===== src/design/upwb_pkg.sv =====
// Constants and types for the upstream window 1 base address decode block.
package upwb_pkg;

    // Byte offsets of the registers on the configuration bus.
    localparam logic [7:0]  UPWB_BASE_OFS   = 8'h58;
    localparam logic [7:0]  UPWB_XBASE_OFS  = 8'he8;
    localparam logic [7:0]  UPWB_SETUP_OFS  = 8'hec;

    // Field positions in the setup register; the base register shares all but the enable bit.
    localparam int          UPWB_SPACE_BIT  = 0;
    localparam int          UPWB_TYPE_LSB   = 1;
    localparam int          UPWB_TYPE_MSB   = 2;
    localparam int          UPWB_PREF_BIT   = 3;
    localparam int          UPWB_ADDR_LSB   = 6;
    localparam int          UPWB_ENABLE_BIT = 31;

    // Reset values.
    localparam logic [31:0] UPWB_BASE_RST   = 32'h0000_0000;
    localparam logic [31:0] UPWB_SETUP_RST  = 32'h0000_0000;
    localparam logic [31:0] UPWB_XBASE_RST  = 32'h0000_0000;

    // Attribute bits of the base register that mirror the setup register.
    localparam logic [31:0] UPWB_ATTR_MASK  = 32'h0000_000f;
    // Address bits that may ever take part in the compare.
    localparam logic [31:0] UPWB_ADDR_MASK  = 32'hffff_ffc0;
    // Memory window: 4KB smallest, 2GB largest.
    localparam logic [31:0] UPWB_MEM_LEGAL  = 32'hffff_f000;
    localparam logic [31:0] UPWB_MEM_FIXED  = 32'h8000_0000;
    // I/O window: 64 bytes smallest, 256 bytes largest.
    localparam logic [31:0] UPWB_IO_LEGAL   = 32'hffff_ffc0;
    localparam logic [31:0] UPWB_IO_FIXED   = 32'hffff_ff00;

    typedef enum logic [2:0] {
        UPWB_IDLE   = 3'b001,
        UPWB_ACCESS = 3'b010,
        UPWB_DONE   = 3'b100
    } upwb_state_type;

endpackage


===== src/design/upwb_if.sv =====
// Carriers between the bus port, the register bank and the window decoder.
`timescale 1ns/1ns
interface upwb_reg_if;
    logic        acc_stb;
    logic        acc_wr;
    logic [7:0]  acc_addr;
    logic [31:0] acc_wdata;
    logic [3:0]  acc_be;
    modport port (output acc_stb, output acc_wr, output acc_addr, output acc_wdata,
                  output acc_be);
    modport regs (input acc_stb, input acc_wr, input acc_addr, input acc_wdata,
                  input acc_be);
endinterface

interface upwb_win_if;
    logic        enable;
    logic        is_io;
    logic [31:0] mask;
    logic [31:0] base;
    logic [31:0] xbase;
    modport regs (output enable, output is_io, output mask, output base, output xbase);
    modport dec (input enable, input is_io, input mask, input base, input xbase);
endinterface


===== src/design/upwb_bus_port.sv =====
// Avalon-MM slave handshake that turns bus requests into single access strobes.
`timescale 1ns/1ns
module upwb_bus_port (
    input  wire logic        sys_clk,
    input  wire logic        reset,
    input  wire logic [7:0]  address,
    input  wire logic        read,
    input  wire logic        write,
    input  wire logic [31:0] writedata,
    input  wire logic [3:0]  byteenable,
    output logic             waitrequest,
    upwb_reg_if.port         rif
);
    import upwb_pkg::*;

    upwb_state_type state_ff;
    logic           wait_ff;
    logic           wr_ff;
    logic [7:0]     addr_ff;
    logic [31:0]    wdata_ff;
    logic [3:0]     be_ff;

    always_ff @(posedge sys_clk) begin
        if (reset) begin
            state_ff <= UPWB_IDLE;
            wait_ff  <= 1'b1;
        end else begin
            case (state_ff)
                UPWB_IDLE: begin
                    if (read || write) begin
                        state_ff <= UPWB_ACCESS;
                    end
                end
                UPWB_ACCESS: begin
                    state_ff <= UPWB_DONE;
                    wait_ff  <= 1'b0;
                end
                UPWB_DONE: begin
                    state_ff <= UPWB_IDLE;
                    wait_ff  <= 1'b1;
                end
                default: begin
                    state_ff <= UPWB_IDLE;
                    wait_ff  <= 1'b1;
                end
            endcase
        end
    end

    // The request is captured once so the bank sees a steady access.
    always_ff @(posedge sys_clk) begin
        if (reset) begin
            wr_ff    <= 1'b0;
            addr_ff  <= 8'h00;
            wdata_ff <= 32'h0000_0000;
            be_ff    <= 4'h0;
        end else if (state_ff == UPWB_IDLE && (read || write)) begin
            wr_ff    <= write;
            addr_ff  <= address;
            wdata_ff <= writedata;
            be_ff    <= byteenable;
        end
    end

    assign waitrequest   = wait_ff;
    assign rif.acc_stb   = (state_ff == UPWB_ACCESS);
    assign rif.acc_wr    = wr_ff;
    assign rif.acc_addr  = addr_ff;
    assign rif.acc_wdata = wdata_ff;
    assign rif.acc_be    = be_ff;

endmodule


===== src/design/upwb_decode.sv =====
// Upstream window hit check and direct address translation.
`timescale 1ns/1ns
module upwb_decode (
    input  wire logic        sys_clk,
    input  wire logic        reset,
    upwb_win_if.dec          win,
    input  wire logic        up_valid,
    input  wire logic        up_is_io,
    input  wire logic [31:0] up_addr,
    output logic             hit,
    output logic [31:0]      xlat_addr
);
    import upwb_pkg::*;

    logic        hit_ff;
    logic [31:0] xlat_ff;
    logic        match;

    assign match = win.enable && (up_is_io == win.is_io)
                   && (((up_addr ^ win.base) & win.mask) == 32'h0000_0000);

    // Window bits come from the translated base, offset bits pass through.
    always_ff @(posedge sys_clk) begin
        if (reset) begin
            hit_ff  <= 1'b0;
            xlat_ff <= 32'h0000_0000;
        end else begin
            hit_ff  <= up_valid && match;
            xlat_ff <= (win.xbase & win.mask) | (up_addr & ~win.mask);
        end
    end

    assign hit       = hit_ff;
    assign xlat_addr = xlat_ff;

endmodule


===== src/design/upwb_top.sv =====
// Register bank for the upstream window 1 base address and its setup.
//
// Implementation choice: the Avalon-MM slave port.
`timescale 1ns/1ns
// What this block does
// [RL1] Bit 0 reads space type, memory or I/O.
// [RL2] Bits 2:1 read the decode width field.
// [RL3] Bit 3 reads the prefetchable flag.
// [RL4] Base bits writable only where setup allows.
// [RL5] Window size and type come from setup.
// [RL6] Setup loadable from an external loader.
// [RL7] Setup bit 31 clear disables the window.
// [RL8] Memory window spans 4KB up to 2GB.
// [RL9] I/O window spans 64 up to 256 bytes.
// [RL10] Hits translate through the translated base.
// [RL11] Reserved bits 5:4 read zero, ignore writes.
module upwb_top (
    input  wire logic        sys_clk,
    input  wire logic        reset,
    input  wire logic [7:0]  address,
    input  wire logic        read,
    input  wire logic        write,
    input  wire logic [31:0] writedata,
    input  wire logic [3:0]  byteenable,
    output logic [31:0]      readdata,
    output logic             waitrequest,
    input  wire logic        ld_valid,
    input  wire logic [31:0] ld_data,
    input  wire logic        up_valid,
    input  wire logic        up_is_io,
    input  wire logic [31:0] up_addr,
    output logic             up_hit,
    output logic [31:0]      up_xlat_addr,
    output logic             win_enabled
);
    import upwb_pkg::*;

    // ------------------------------------------------------------------
    // Writable mask
    // ------------------------------------------------------------------

    // The setup bits pick the writable base bits within the legal range
    // of the space type, and the bits above the largest size are kept.
    function automatic logic [31:0] upwb_wmask(input logic [31:0] setup);
        logic [31:0] m;
        m = 32'h0000_0000;
        if (setup[UPWB_ENABLE_BIT]) begin
            if (setup[UPWB_SPACE_BIT]) begin
                m = (setup & UPWB_IO_LEGAL) | UPWB_IO_FIXED; // RL9
            end else begin
                m = (setup & UPWB_MEM_LEGAL) | UPWB_MEM_FIXED; // RL8
            end
        end
        return m & UPWB_ADDR_MASK; // RL11
    endfunction

    // Register select for the captured access.
    function automatic logic upwb_sel(input logic [7:0] addr, input logic [7:0] ofs);
        return addr == ofs;
    endfunction

    // ------------------------------------------------------------------
    // State
    // ------------------------------------------------------------------

    upwb_reg_if  rif ();
    upwb_win_if  win ();

    logic [31:0] base_ff;
    logic [31:0] setup_ff;
    logic [31:0] xbase_ff;
    logic [31:0] rdata_ff;
    logic        enabled_ff;
    logic [31:0] wmask;
    logic [31:0] be_mask;
    logic [31:0] base_view;
    logic        wr_base;
    logic        wr_setup;
    logic        wr_xbase;
    logic        rd_stb;

    assign wmask    = upwb_wmask(setup_ff); // RL4 RL5
    assign wr_base  = rif.acc_stb && rif.acc_wr && upwb_sel(rif.acc_addr, UPWB_BASE_OFS);
    assign wr_setup = rif.acc_stb && rif.acc_wr && upwb_sel(rif.acc_addr, UPWB_SETUP_OFS);
    assign wr_xbase = rif.acc_stb && rif.acc_wr && upwb_sel(rif.acc_addr, UPWB_XBASE_OFS);
    assign rd_stb   = rif.acc_stb && !rif.acc_wr;

    // Byte enables widened to a bit mask.
    genvar lane;
    generate
        for (lane = 0; lane < 4; lane++) begin : g_lane
            assign be_mask[lane*8 +: 8] = {8{rif.acc_be[lane]}};
        end
    endgenerate

    // Attribute bits follow the setup register; address bits outside the
    // writable mask read as zero.
    assign base_view = (base_ff & wmask)
                       | (setup_ff & UPWB_ATTR_MASK); // RL1 RL2 RL3 RL5

    // ------------------------------------------------------------------
    // Bus slave
    // ------------------------------------------------------------------

    upwb_bus_port u_bus_port (
        .sys_clk     (sys_clk),
        .reset       (reset),
        .address     (address),
        .read        (read),
        .write       (write),
        .writedata   (writedata),
        .byteenable  (byteenable),
        .waitrequest (waitrequest),
        .rif         (rif)
    );

    // ------------------------------------------------------------------
    // Registers
    // ------------------------------------------------------------------

    // Only bits that are both in the writable mask and byte-enabled change.
    always_ff @(posedge sys_clk) begin
        if (reset) begin
            base_ff <= UPWB_BASE_RST;
        end else if (wr_base) begin
            base_ff <= (base_ff & ~(wmask & be_mask))
                       | (rif.acc_wdata & wmask & be_mask); // RL4 RL11
        end
    end

    // The external loader wins over a bus write in the same cycle.
    always_ff @(posedge sys_clk) begin
        if (reset) begin
            setup_ff <= UPWB_SETUP_RST;
        end else if (ld_valid) begin
            setup_ff <= ld_data; // RL6
        end else if (wr_setup) begin
            setup_ff <= (setup_ff & ~be_mask) | (rif.acc_wdata & be_mask); // RL5
        end
    end

    always_ff @(posedge sys_clk) begin
        if (reset) begin
            xbase_ff <= UPWB_XBASE_RST;
        end else if (wr_xbase) begin
            xbase_ff <= (xbase_ff & ~(be_mask & UPWB_ADDR_MASK))
                        | (rif.acc_wdata & be_mask & UPWB_ADDR_MASK); // RL10
        end
    end

    // Read data is sampled at the access strobe; unmapped offsets read zero.
    always_ff @(posedge sys_clk) begin
        if (reset) begin
            rdata_ff <= 32'h0000_0000;
        end else if (rd_stb) begin
            case (rif.acc_addr)
                UPWB_BASE_OFS:  rdata_ff <= base_view;
                UPWB_SETUP_OFS: rdata_ff <= setup_ff;
                UPWB_XBASE_OFS: rdata_ff <= xbase_ff;
                default:        rdata_ff <= 32'h0000_0000;
            endcase
        end
    end

    always_ff @(posedge sys_clk) begin
        if (reset) begin
            enabled_ff <= 1'b0;
        end else begin
            enabled_ff <= setup_ff[UPWB_ENABLE_BIT]; // RL7
        end
    end

    assign readdata    = rdata_ff;
    assign win_enabled = enabled_ff;

    // ------------------------------------------------------------------
    // Window decode
    // ------------------------------------------------------------------

    assign win.enable = setup_ff[UPWB_ENABLE_BIT]; // RL7
    assign win.is_io  = setup_ff[UPWB_SPACE_BIT];
    assign win.mask   = wmask;
    assign win.base   = base_ff & wmask;
    assign win.xbase  = xbase_ff; // RL10

    upwb_decode u_decode (
        .sys_clk   (sys_clk),
        .reset     (reset),
        .win       (win),
        .up_valid  (up_valid),
        .up_is_io  (up_is_io),
        .up_addr   (up_addr),
        .hit       (up_hit),
        .xlat_addr (up_xlat_addr)
    );

    logic base_rd;
    assign base_rd = rd_stb && upwb_sel(rif.acc_addr, UPWB_BASE_OFS);
endmodule


===== config.mk =====
export PLATFORM = sky130hd
export DESIGN_NAME = upwb_top
export DESIGN_NICKNAME = d
export VERILOG_FILES = /design/src/design/upwb_pkg.sv /design/src/design/upwb_if.sv /design/src/design/upwb_bus_port.sv /design/src/design/upwb_decode.sv /design/src/design/upwb_top.sv
export SDC_FILE = /design/constraint.sdc
export NUM_CORES = 1
export LEC_CHECK = 0
export ABC_AREA = 1
export BUFFER_PORTS_ARGS = -buffer_cell sky130_fd_sc_hd__buf_2
export CAP_MARGIN = 20
export CORE_ASPECT_RATIO = 0.7
export CORE_UTILIZATION = 50
export CTS_CLUSTER_SIZE = 8
export DETAILED_ROUTE_END_ITERATION = 10
export PLACE_DENSITY = 0.81
export SLEW_MARGIN = 40
export SYNTH_ARGS = -nofsm -noshare
export SYNTH_HDL_FRONTEND = slang
export SYNTH_SLANG_ARGS = --single-unit

===== constraint.sdc =====
create_clock -name sys_clk -period 1.8 [get_ports sys_clk]
set_input_delay 0.18 -clock sys_clk [delete_from_list [all_inputs] [get_ports sys_clk]]
set_output_delay 0.18 -clock sys_clk [all_outputs]
set_load 0.005 [all_outputs]

==> results of run 1 <==
-- critical path, cell delays in order, from the launching register on --
cell                      delay (ns)
sky130_fd_sc_hd__dfxtp_1        0.37
sky130_fd_sc_hd__inv_1          0.08
sky130_fd_sc_hd__nor2_1         0.11
sky130_fd_sc_hd__nand2_2        0.10
sky130_fd_sc_hd__nor2_8         0.24
sky130_fd_sc_hd__nand2_4        0.08
sky130_fd_sc_hd__inv_4          0.28
sky130_fd_sc_hd__o21ai_0        0.16
sky130_fd_sc_hd__a21oi_1        0.16
-- through the flow --
| step | instance area (um^2) | instances | hold WS, ns |
|---|---|---|---|
| after global routing | 11400 | 1857 | 0.0209 |
| after floorplan | 9550 | 1439 | 0.264 |
| after global placement | 10700 | 1805 | 0.378 |
| after CTS | 11400 | 1857 | 0.000868 |
| final | 11400 | 1857 | 0.00820 |
| after detailed placement | 10700 | 1805 | 0.386 |
-- metal layers --
layer	track usage (%)	wire, um	part of all wire (%)	vias up
met4	9.69	600	2.0	2
met1	41.6	12900	44	4538
met2	45.2	12700	43	563
met3	6.76	3100	11	54
li1	-	-	-	4992
met5	0	13	0.044	-
-- how the worst min path moves through the flow --
stage	start	endpoint	slack, ns	cells after the start
2_1_floorplan	reset	win_enabled	0.26	1
3_3_place_gp	up_addr[0]	u_decode.xlat_addr[0]	0.38	3
3_5_place_dp	up_addr[0]	u_decode.xlat_addr[0]	0.39	3
4_1_cts	reset	win_enabled	0.0009	2
5_1_grt	up_addr[10]	u_decode.xlat_addr[10]	0.02	3
6_report	reset	win_enabled	0.008	2
-- layout make-up --
type                    count  area (um^2)
flip-flops and latches    199         3980
fillers                  1671         6940
well taps                 236          295
inverters                 165          626
repair buffers            233         1410
clock buffers              21          450
clock inverters            11         77.6
multi-input cells         992         4590
-- cell usage in the layout (no fill, tap or decap), types with 3 or more instances in the layout --
cell	count
sky130_fd_sc_hd__nand2_2	6
sky130_fd_sc_hd__clkbuf_16	17
sky130_fd_sc_hd__a21oi_1	161
sky130_fd_sc_hd__nor3_1	17
sky130_fd_sc_hd__o31ai_1	25
sky130_fd_sc_hd__buf_4	27
sky130_fd_sc_hd__nor2_1	118
sky130_fd_sc_hd__o21ai_1	9
sky130_fd_sc_hd__nand2_1	344
sky130_fd_sc_hd__dfxtp_1	199
sky130_fd_sc_hd__clkinv_4	3
sky130_fd_sc_hd__buf_12	5
sky130_fd_sc_hd__nand3_1	168
sky130_fd_sc_hd__nor2_2	3
sky130_fd_sc_hd__dlygate4sd3_1	20
sky130_fd_sc_hd__o21ai_0	120
sky130_fd_sc_hd__clkinv_2	5
sky130_fd_sc_hd__nor2_4	5
sky130_fd_sc_hd__inv_1	158
sky130_fd_sc_hd__nand2_4	7
sky130_fd_sc_hd__clkbuf_1	3
sky130_fd_sc_hd__clkinvlp_4	3
sky130_fd_sc_hd__buf_2	181
-- repair_timing --
action                                  CTS  global route
endpoints found under the setup margin    0            47
hold endpoints to repair                 20             0
resized for setup                         0             8
hold buffers                             20             0
-- cells by family after synthesis --
logic type                synth area share [%]
DFF                                       41.7
and+or+nand+nor                           30.3
AOI/OAI and AO/OA                         17.3
buffers and inverters                     10.5
xor gates and xnor gates                 0.183
-- where the power goes --
group | leakage, nW | internal, mW | switching (mW)
Combinational | 3.33 | 0.500 | 0.975
Sequential | 1.63 | 4.66 | 0.155
Clock | 0.253 | 1.81 | 1.72
Total | 5.21 | 6.97 | 2.85
==> impl_metrics.tcl, run 1 <==
set metrics [dict create \
    timing.final.crit_period_ns 1.67 \
    floorplan.io_pins 182 \
    die_h_um 118 \
    synth_edf_count 0 \
    route.final.wire_length_mm 29.3 \
    report.final.setup_viol 0 \
    ys_dominant_reg_cell "sky130_fd_sc_hd__dfxtp_1" \
    hold_path.class "primary input to register" \
    global_route.usage.total_pct 29.8 \
    grt_pass1_vias 9139 \
    clock_sinks 199 \
    pin_count_of_the_biggest_net_entering_global_routing 69 \
    via_count 10100 \
    dieArea_um2 19700 \
    clock_skew_ns 0.0116 \
    syn-num-nets 1554 \
    postCtsSetupBuffers 0 \
    tns_ns 0 \
    timing.fmax_mhz 598 \
    power.ir.vdd_worst_v 0.000637 \
    timing.reg2reg.worst_path_depth 8 \
    relSlewSlack_pct 57.9 \
    seq_area_frac_synth_pct 41.7 \
    cellPowerDensity_nw_per_um2 859 \
    async_s_r_ff_share_synth_pct 0 \
    end_of_the_worst_register_to_register_path "base_ff[25]" \
    area_growth_pct 19.6 \
    number_of_register_bits_inferred_by_synthesis 199 \
    tritoncts "yes" \
    fin_crit_sh_pct 92.9 \
    ys_top_cells_by_count "344 x sky130_fd_sc_hd__nand2_1, 199 x sky130_fd_sc_hd__dfxtp_1, 168 x sky130_fd_sc_hd__nand3_1" \
    grt_setup_unrepaired "yes" \
    cts_max_level 4 \
    floorplan.die.width_um 167 \
    synth_warnings 0 \
    cts_buffer_depth 2 \
    timing.final.ws_setup_ns 0.128 \
    cts_inserted_buffers 17 \
    drt_first_pass_iters 6 \
    pre_cts_slack_ns 0.0987 \
    clock_tree.root_cell "sky130_fd_sc_hd__clkbuf_16" \
    synth_area_leader_cell "sky130_fd_sc_hd__dfxtp_1" \
    clk_latency_ns 0.45 \
    drc_errors 0 \
    total_leakage_power_nw 5.21 \
    synthesis.area_per_instance_um2 6.64 \
    detail_route.wl_per_cell_um 15.8 \
    io_buffer_count 181 \
    total_power_mw 9.82 \
    final_hold_viol_count 0 \
    ant_nets 0 \
    most_frequent_cell_after_synthesis "sky130_fd_sc_hd__nand2_1" \
    cap_viol_max_count 0 \
    fin_nets 1723 \
    worstSetupEndpointType "register" \
    critical_path.startpoint_type "register" \
    final_core_utilization_pct 62.2 \
    worstSetupStartpoint "u_bus_port.rif.acc_addr[3]" \
    crit_path_end "base_ff[25]" \
    worst_setup_hold_path_clk_slew_ns 0.07 \
    timing.final.max_slew_violations 0 \
    placeableCoreArea_um2 18400 \
    global_route.overflow_total 0 \
    final_layout_size_suffix_gt1_share_pct 16.8 \
    grt_antenna_before_repair 1 \
    globalplace.congestion 0.912 \
    diodes 0 \
    worstSetupPathType "register to register" \
    critical_path.max_fanout 26 \
    detailedRoute.firstIterationViolations 1085 \
    max_slew.worst_pin.slew_ns 0.631 \
    initial_core_util_pct 52.0 \
    run_status "finished, final reports clean" \
    post-synth-top-area-fraction_pct 41.7 \
    grt_first_pass_wirelength_mm 46.7 \
    post_synth_main_area_contributors "sky130_fd_sc_hd__dfxtp_1 42%, sky130_fd_sc_hd__nand2_1 14%, sky130_fd_sc_hd__nand3_1 8.8%, sky130_fd_sc_hd__a21oi_1 8.4%, sky130_fd_sc_hd__o21ai_0 6.3%" \
    reg2reg_start "u_bus_port.rif.acc_addr[3]" \
    r2r_setup_slack_ns 0.13 \
    std_cell_rows 41 \
    netlist_instances 1439 \
    worstPathArrival_ns 2.04 \
    routed_via_density 5.47 \
    detailedPlacementHpwl_mm 19.8 \
    cp_data_required_time_ns 2.16 \
    synth.cell_area_um2 9550 \
    netlist-cell-type-count 28 \
]
(Power assumes the default switching activity.)
==> run 2: changes to the inputs <==
--- a/config.mk
+++ b/config.mk
@@ -9,10 +9,12 @@
 export BUFFER_PORTS_ARGS = -buffer_cell sky130_fd_sc_hd__buf_2
 export CAP_MARGIN = 20
 export CORE_ASPECT_RATIO = 0.7
-export CORE_UTILIZATION = 50
+export CORE_UTILIZATION = 55
 export CTS_CLUSTER_SIZE = 8
 export DETAILED_ROUTE_END_ITERATION = 10
-export PLACE_DENSITY = 0.81
+export PLACE_DENSITY = 0.87
+export SETUP_SLACK_MARGIN = 0.3
+export SKIP_LAST_GASP = 1
 export SLEW_MARGIN = 40
 export SYNTH_ARGS = -nofsm -noshare
 export SYNTH_HDL_FRONTEND = slang
==> impl_metrics.tcl, run 2 (same netlist as run 1, synthesis figures left out) <==
set metrics [dict create \
    layout.cells.most_common "sky130_fd_sc_hd__nand2_1" \
    hold_path.class "primary input to register" \
    grt_setup_unrepaired "yes" \
    final_cell_mix "320 x sky130_fd_sc_hd__nand2_1, 189 x sky130_fd_sc_hd__dfxtp_1, 181 x sky130_fd_sc_hd__buf_2" \
    drt_first_pass_iters 6 \
    std_cell_rows 39 \
    clock_sinks 199 \
    switchingPower_mw 3.05 \
    max_slew.worst_pin.slew_ns 0.642 \
    detail_route.wl_per_cell_um 17.8 \
    placed_cells_incl_taps 1795 \
    floorplan.io_pins 182 \
    worst_setup_hold_path_clk_slew_ns 0.07 \
    diodes 0 \
    cpPeakStageDelay_ns 0.45 \
    cellInternalPower_mw 7.40 \
    timing.hold.ws_ns -0.000946 \
    route.final.wire_length_mm 33.2 \
    placeableCoreArea_um2 16600 \
    detailedPlacementHpwl_mm 19.4 \
    cellPowerDensity_nw_per_um2 847 \
    critical_path.max_fanout 8 \
    worstSetupEndpointType "register" \
    clockPowerShare_pct 37.5 \
    final_hold_viol_count 1 \
    relSlewSlack_pct 57.2 \
    layout.cells.non_filler 1865 \
    timing.fmax_mhz 619 \
    tritoncts "yes" \
    routed_via_density 5.91 \
    grt_pass1_vias 9506 \
    worstPathCellList "inv_1 > nor2_2 > nand3_2 > nand2_2 > nand2_1 > a21oi_1" \
    critical_path.startpoint_type "register" \
    ant_nets 0 \
    reg2reg_start "u_bus_port.rif.acc_wr" \
    cap_viol_max_count 0 \
    report.final.setup_viol 0 \
    cp_data_required_time_ns 2.15 \
    worstSetupPathType "register to register" \
    grt_antenna_before_repair 0 \
    floorplan.die.width_um 160 \
    violations "negative hold slack" \
    initial_core_util_pct 57.4 \
    fin_nets 1743 \
    via_count 11000 \
    final_layout_size_suffix_gt1_share_pct 24.7 \
    clock_skew_ns 0.0113 \
    r2r_setup_slack_ns 0.18 \
    detailedRoute.firstIterationViolations 1560 \
    cpMaxStageDelayCell "sky130_fd_sc_hd__dfxtp_1" \
    clk_latency_ns 0.45 \
    total_leakage_power_nw 5.45 \
    post_dp_cell_area_um2 10700 \
    timing.final.crit_period_ns 1.62 \
    final_cell_area_um2 12300 \
    timing.reg2reg.worst_path_depth 6 \
    total_power_mw 10.5 \
    timing.final.max_slew_violations 0 \
    cts_inserted_buffers 17 \
    global_route.usage.total_pct 33.8 \
    sw_frac_of_total_pct 29.2 \
    pwr-share-seq_pct 46.4 \
    grt_first_pass_wirelength_mm 48.3 \
    power.share.combinational_pct 16.1 \
    global_route.overflow_total 0 \
    worstHoldPathCells 3 \
    worstPathArrival_ns 1.96 \
    drc_errors 0 \
    tns_ns 0 \
    clock_tree.root_cell "sky130_fd_sc_hd__clkbuf_16" \
    cp_num_buf_inv 1 \
    run_status "finished, violations left" \
    cts_max_level 4 \
    area_growth_pct 29.1 \
    die_h_um 112 \
    endpoint_worst_hold "u_decode.xlat_addr[14]" \
    cts_buffer_depth 2 \
    globalplace.congestion 0.910 \
    hold_path_startpoint "up_addr[14]" \
    power.ir.vdd_worst_v 0.000590 \
    fin_crit_sh_pct 89.8 \
    pin_count_of_the_biggest_net_entering_global_routing 84 \
    dieArea_um2 17900 \
    cp_top_family "simple AND/OR/NAND/NOR gates" \
    io_buffer_count 181 \
]
-- run 2: worst max path at each step --
stage | startpoint | to | slack, ns | depth (start not counted)
after floorplan | u_bus_port.rif.acc_addr[1] | register | 0.38 | 9
after global placement | u_bus_port.rif.acc_addr[3] | base_ff[14] | 0.20 | 8
after detailed placement | u_bus_port.rif.acc_addr[3] | base_ff[27] | 0.08 | 8
after CTS | u_bus_port.state_ff[0] | register | 0.30 | 9
after global routing | u_bus_port.state_ff[0] | u_bus_port.rif.acc_wdata[6] | 0.15 | 8
final | u_bus_port.rif.acc_wr | register | 0.18 | 6
-- run 2: layer usage --
metal / global-route usage (%) / up-vias / share of wire [%]
met4: 12.3 / 0 / 3.7
met1: 46.5 / 4992 / 39
met2: 53.0 / 852 / 45
met3: 6.32 / 123 / 13
li1: - / 5048 / -
met5: 0 / - / 0
-- run 2: cell type report --
type | count | area, um^2
tap | 225 | 282
multi-input combinational | 997 | 5110
sequential | 199 | 4000
clock buffer | 21 | 470
inverter | 165 | 641
clock inverter | 10 | 121
timing repair buffer | 246 | 1680
timing repair inverter | 2 | 32.5
fill | 1242 | 4310
-- run 2: metrics by stage --
stage	setup slack (ns)	utilization (%)
5_1_grt	0.155	74.1
3_3_place_gp	0.203	64.4
6_report	0.184	74.1
3_5_place_dp	0.0783	64.4
4_1_cts	0.303	69.9
2_1_floorplan	0.382	-
-- run 2: power groups by stage --
stage | logic [mW] | registers, mW | clock network (mW)
finish | 1.68 | 4.85 | 3.92
global route | 1.81 | 4.87 | 4.10
CTS | 1.48 | 4.81 | 3.89
detailed placement | 1.42 | 4.90 | 0
global placement | 1.39 | 4.89 | 0
floorplan | 0.849 | 4.88 | 0
-- run 2: what timing repair did --
item | in CTS | in global routing
setup buffers | 10 | 4
endpoints found under the hold margin | 14 | 0
pin swaps | 10 | 24
gates resized for setup | 19 | 179
hold buffers | 14 | 0
endpoints found under the setup margin | 132 | 152
cloned | 3 | 8
-- run 2: worst reg2reg max path, cell delays in order (launching register included) --
cell	delay (ns)
sky130_fd_sc_hd__dfxtp_1	0.45
sky130_fd_sc_hd__inv_1	0.14
sky130_fd_sc_hd__nor2_2	0.27
sky130_fd_sc_hd__nand3_2	0.15
sky130_fd_sc_hd__nand2_2	0.20
sky130_fd_sc_hd__nand2_1	0.10
sky130_fd_sc_hd__a21oi_1	0.22
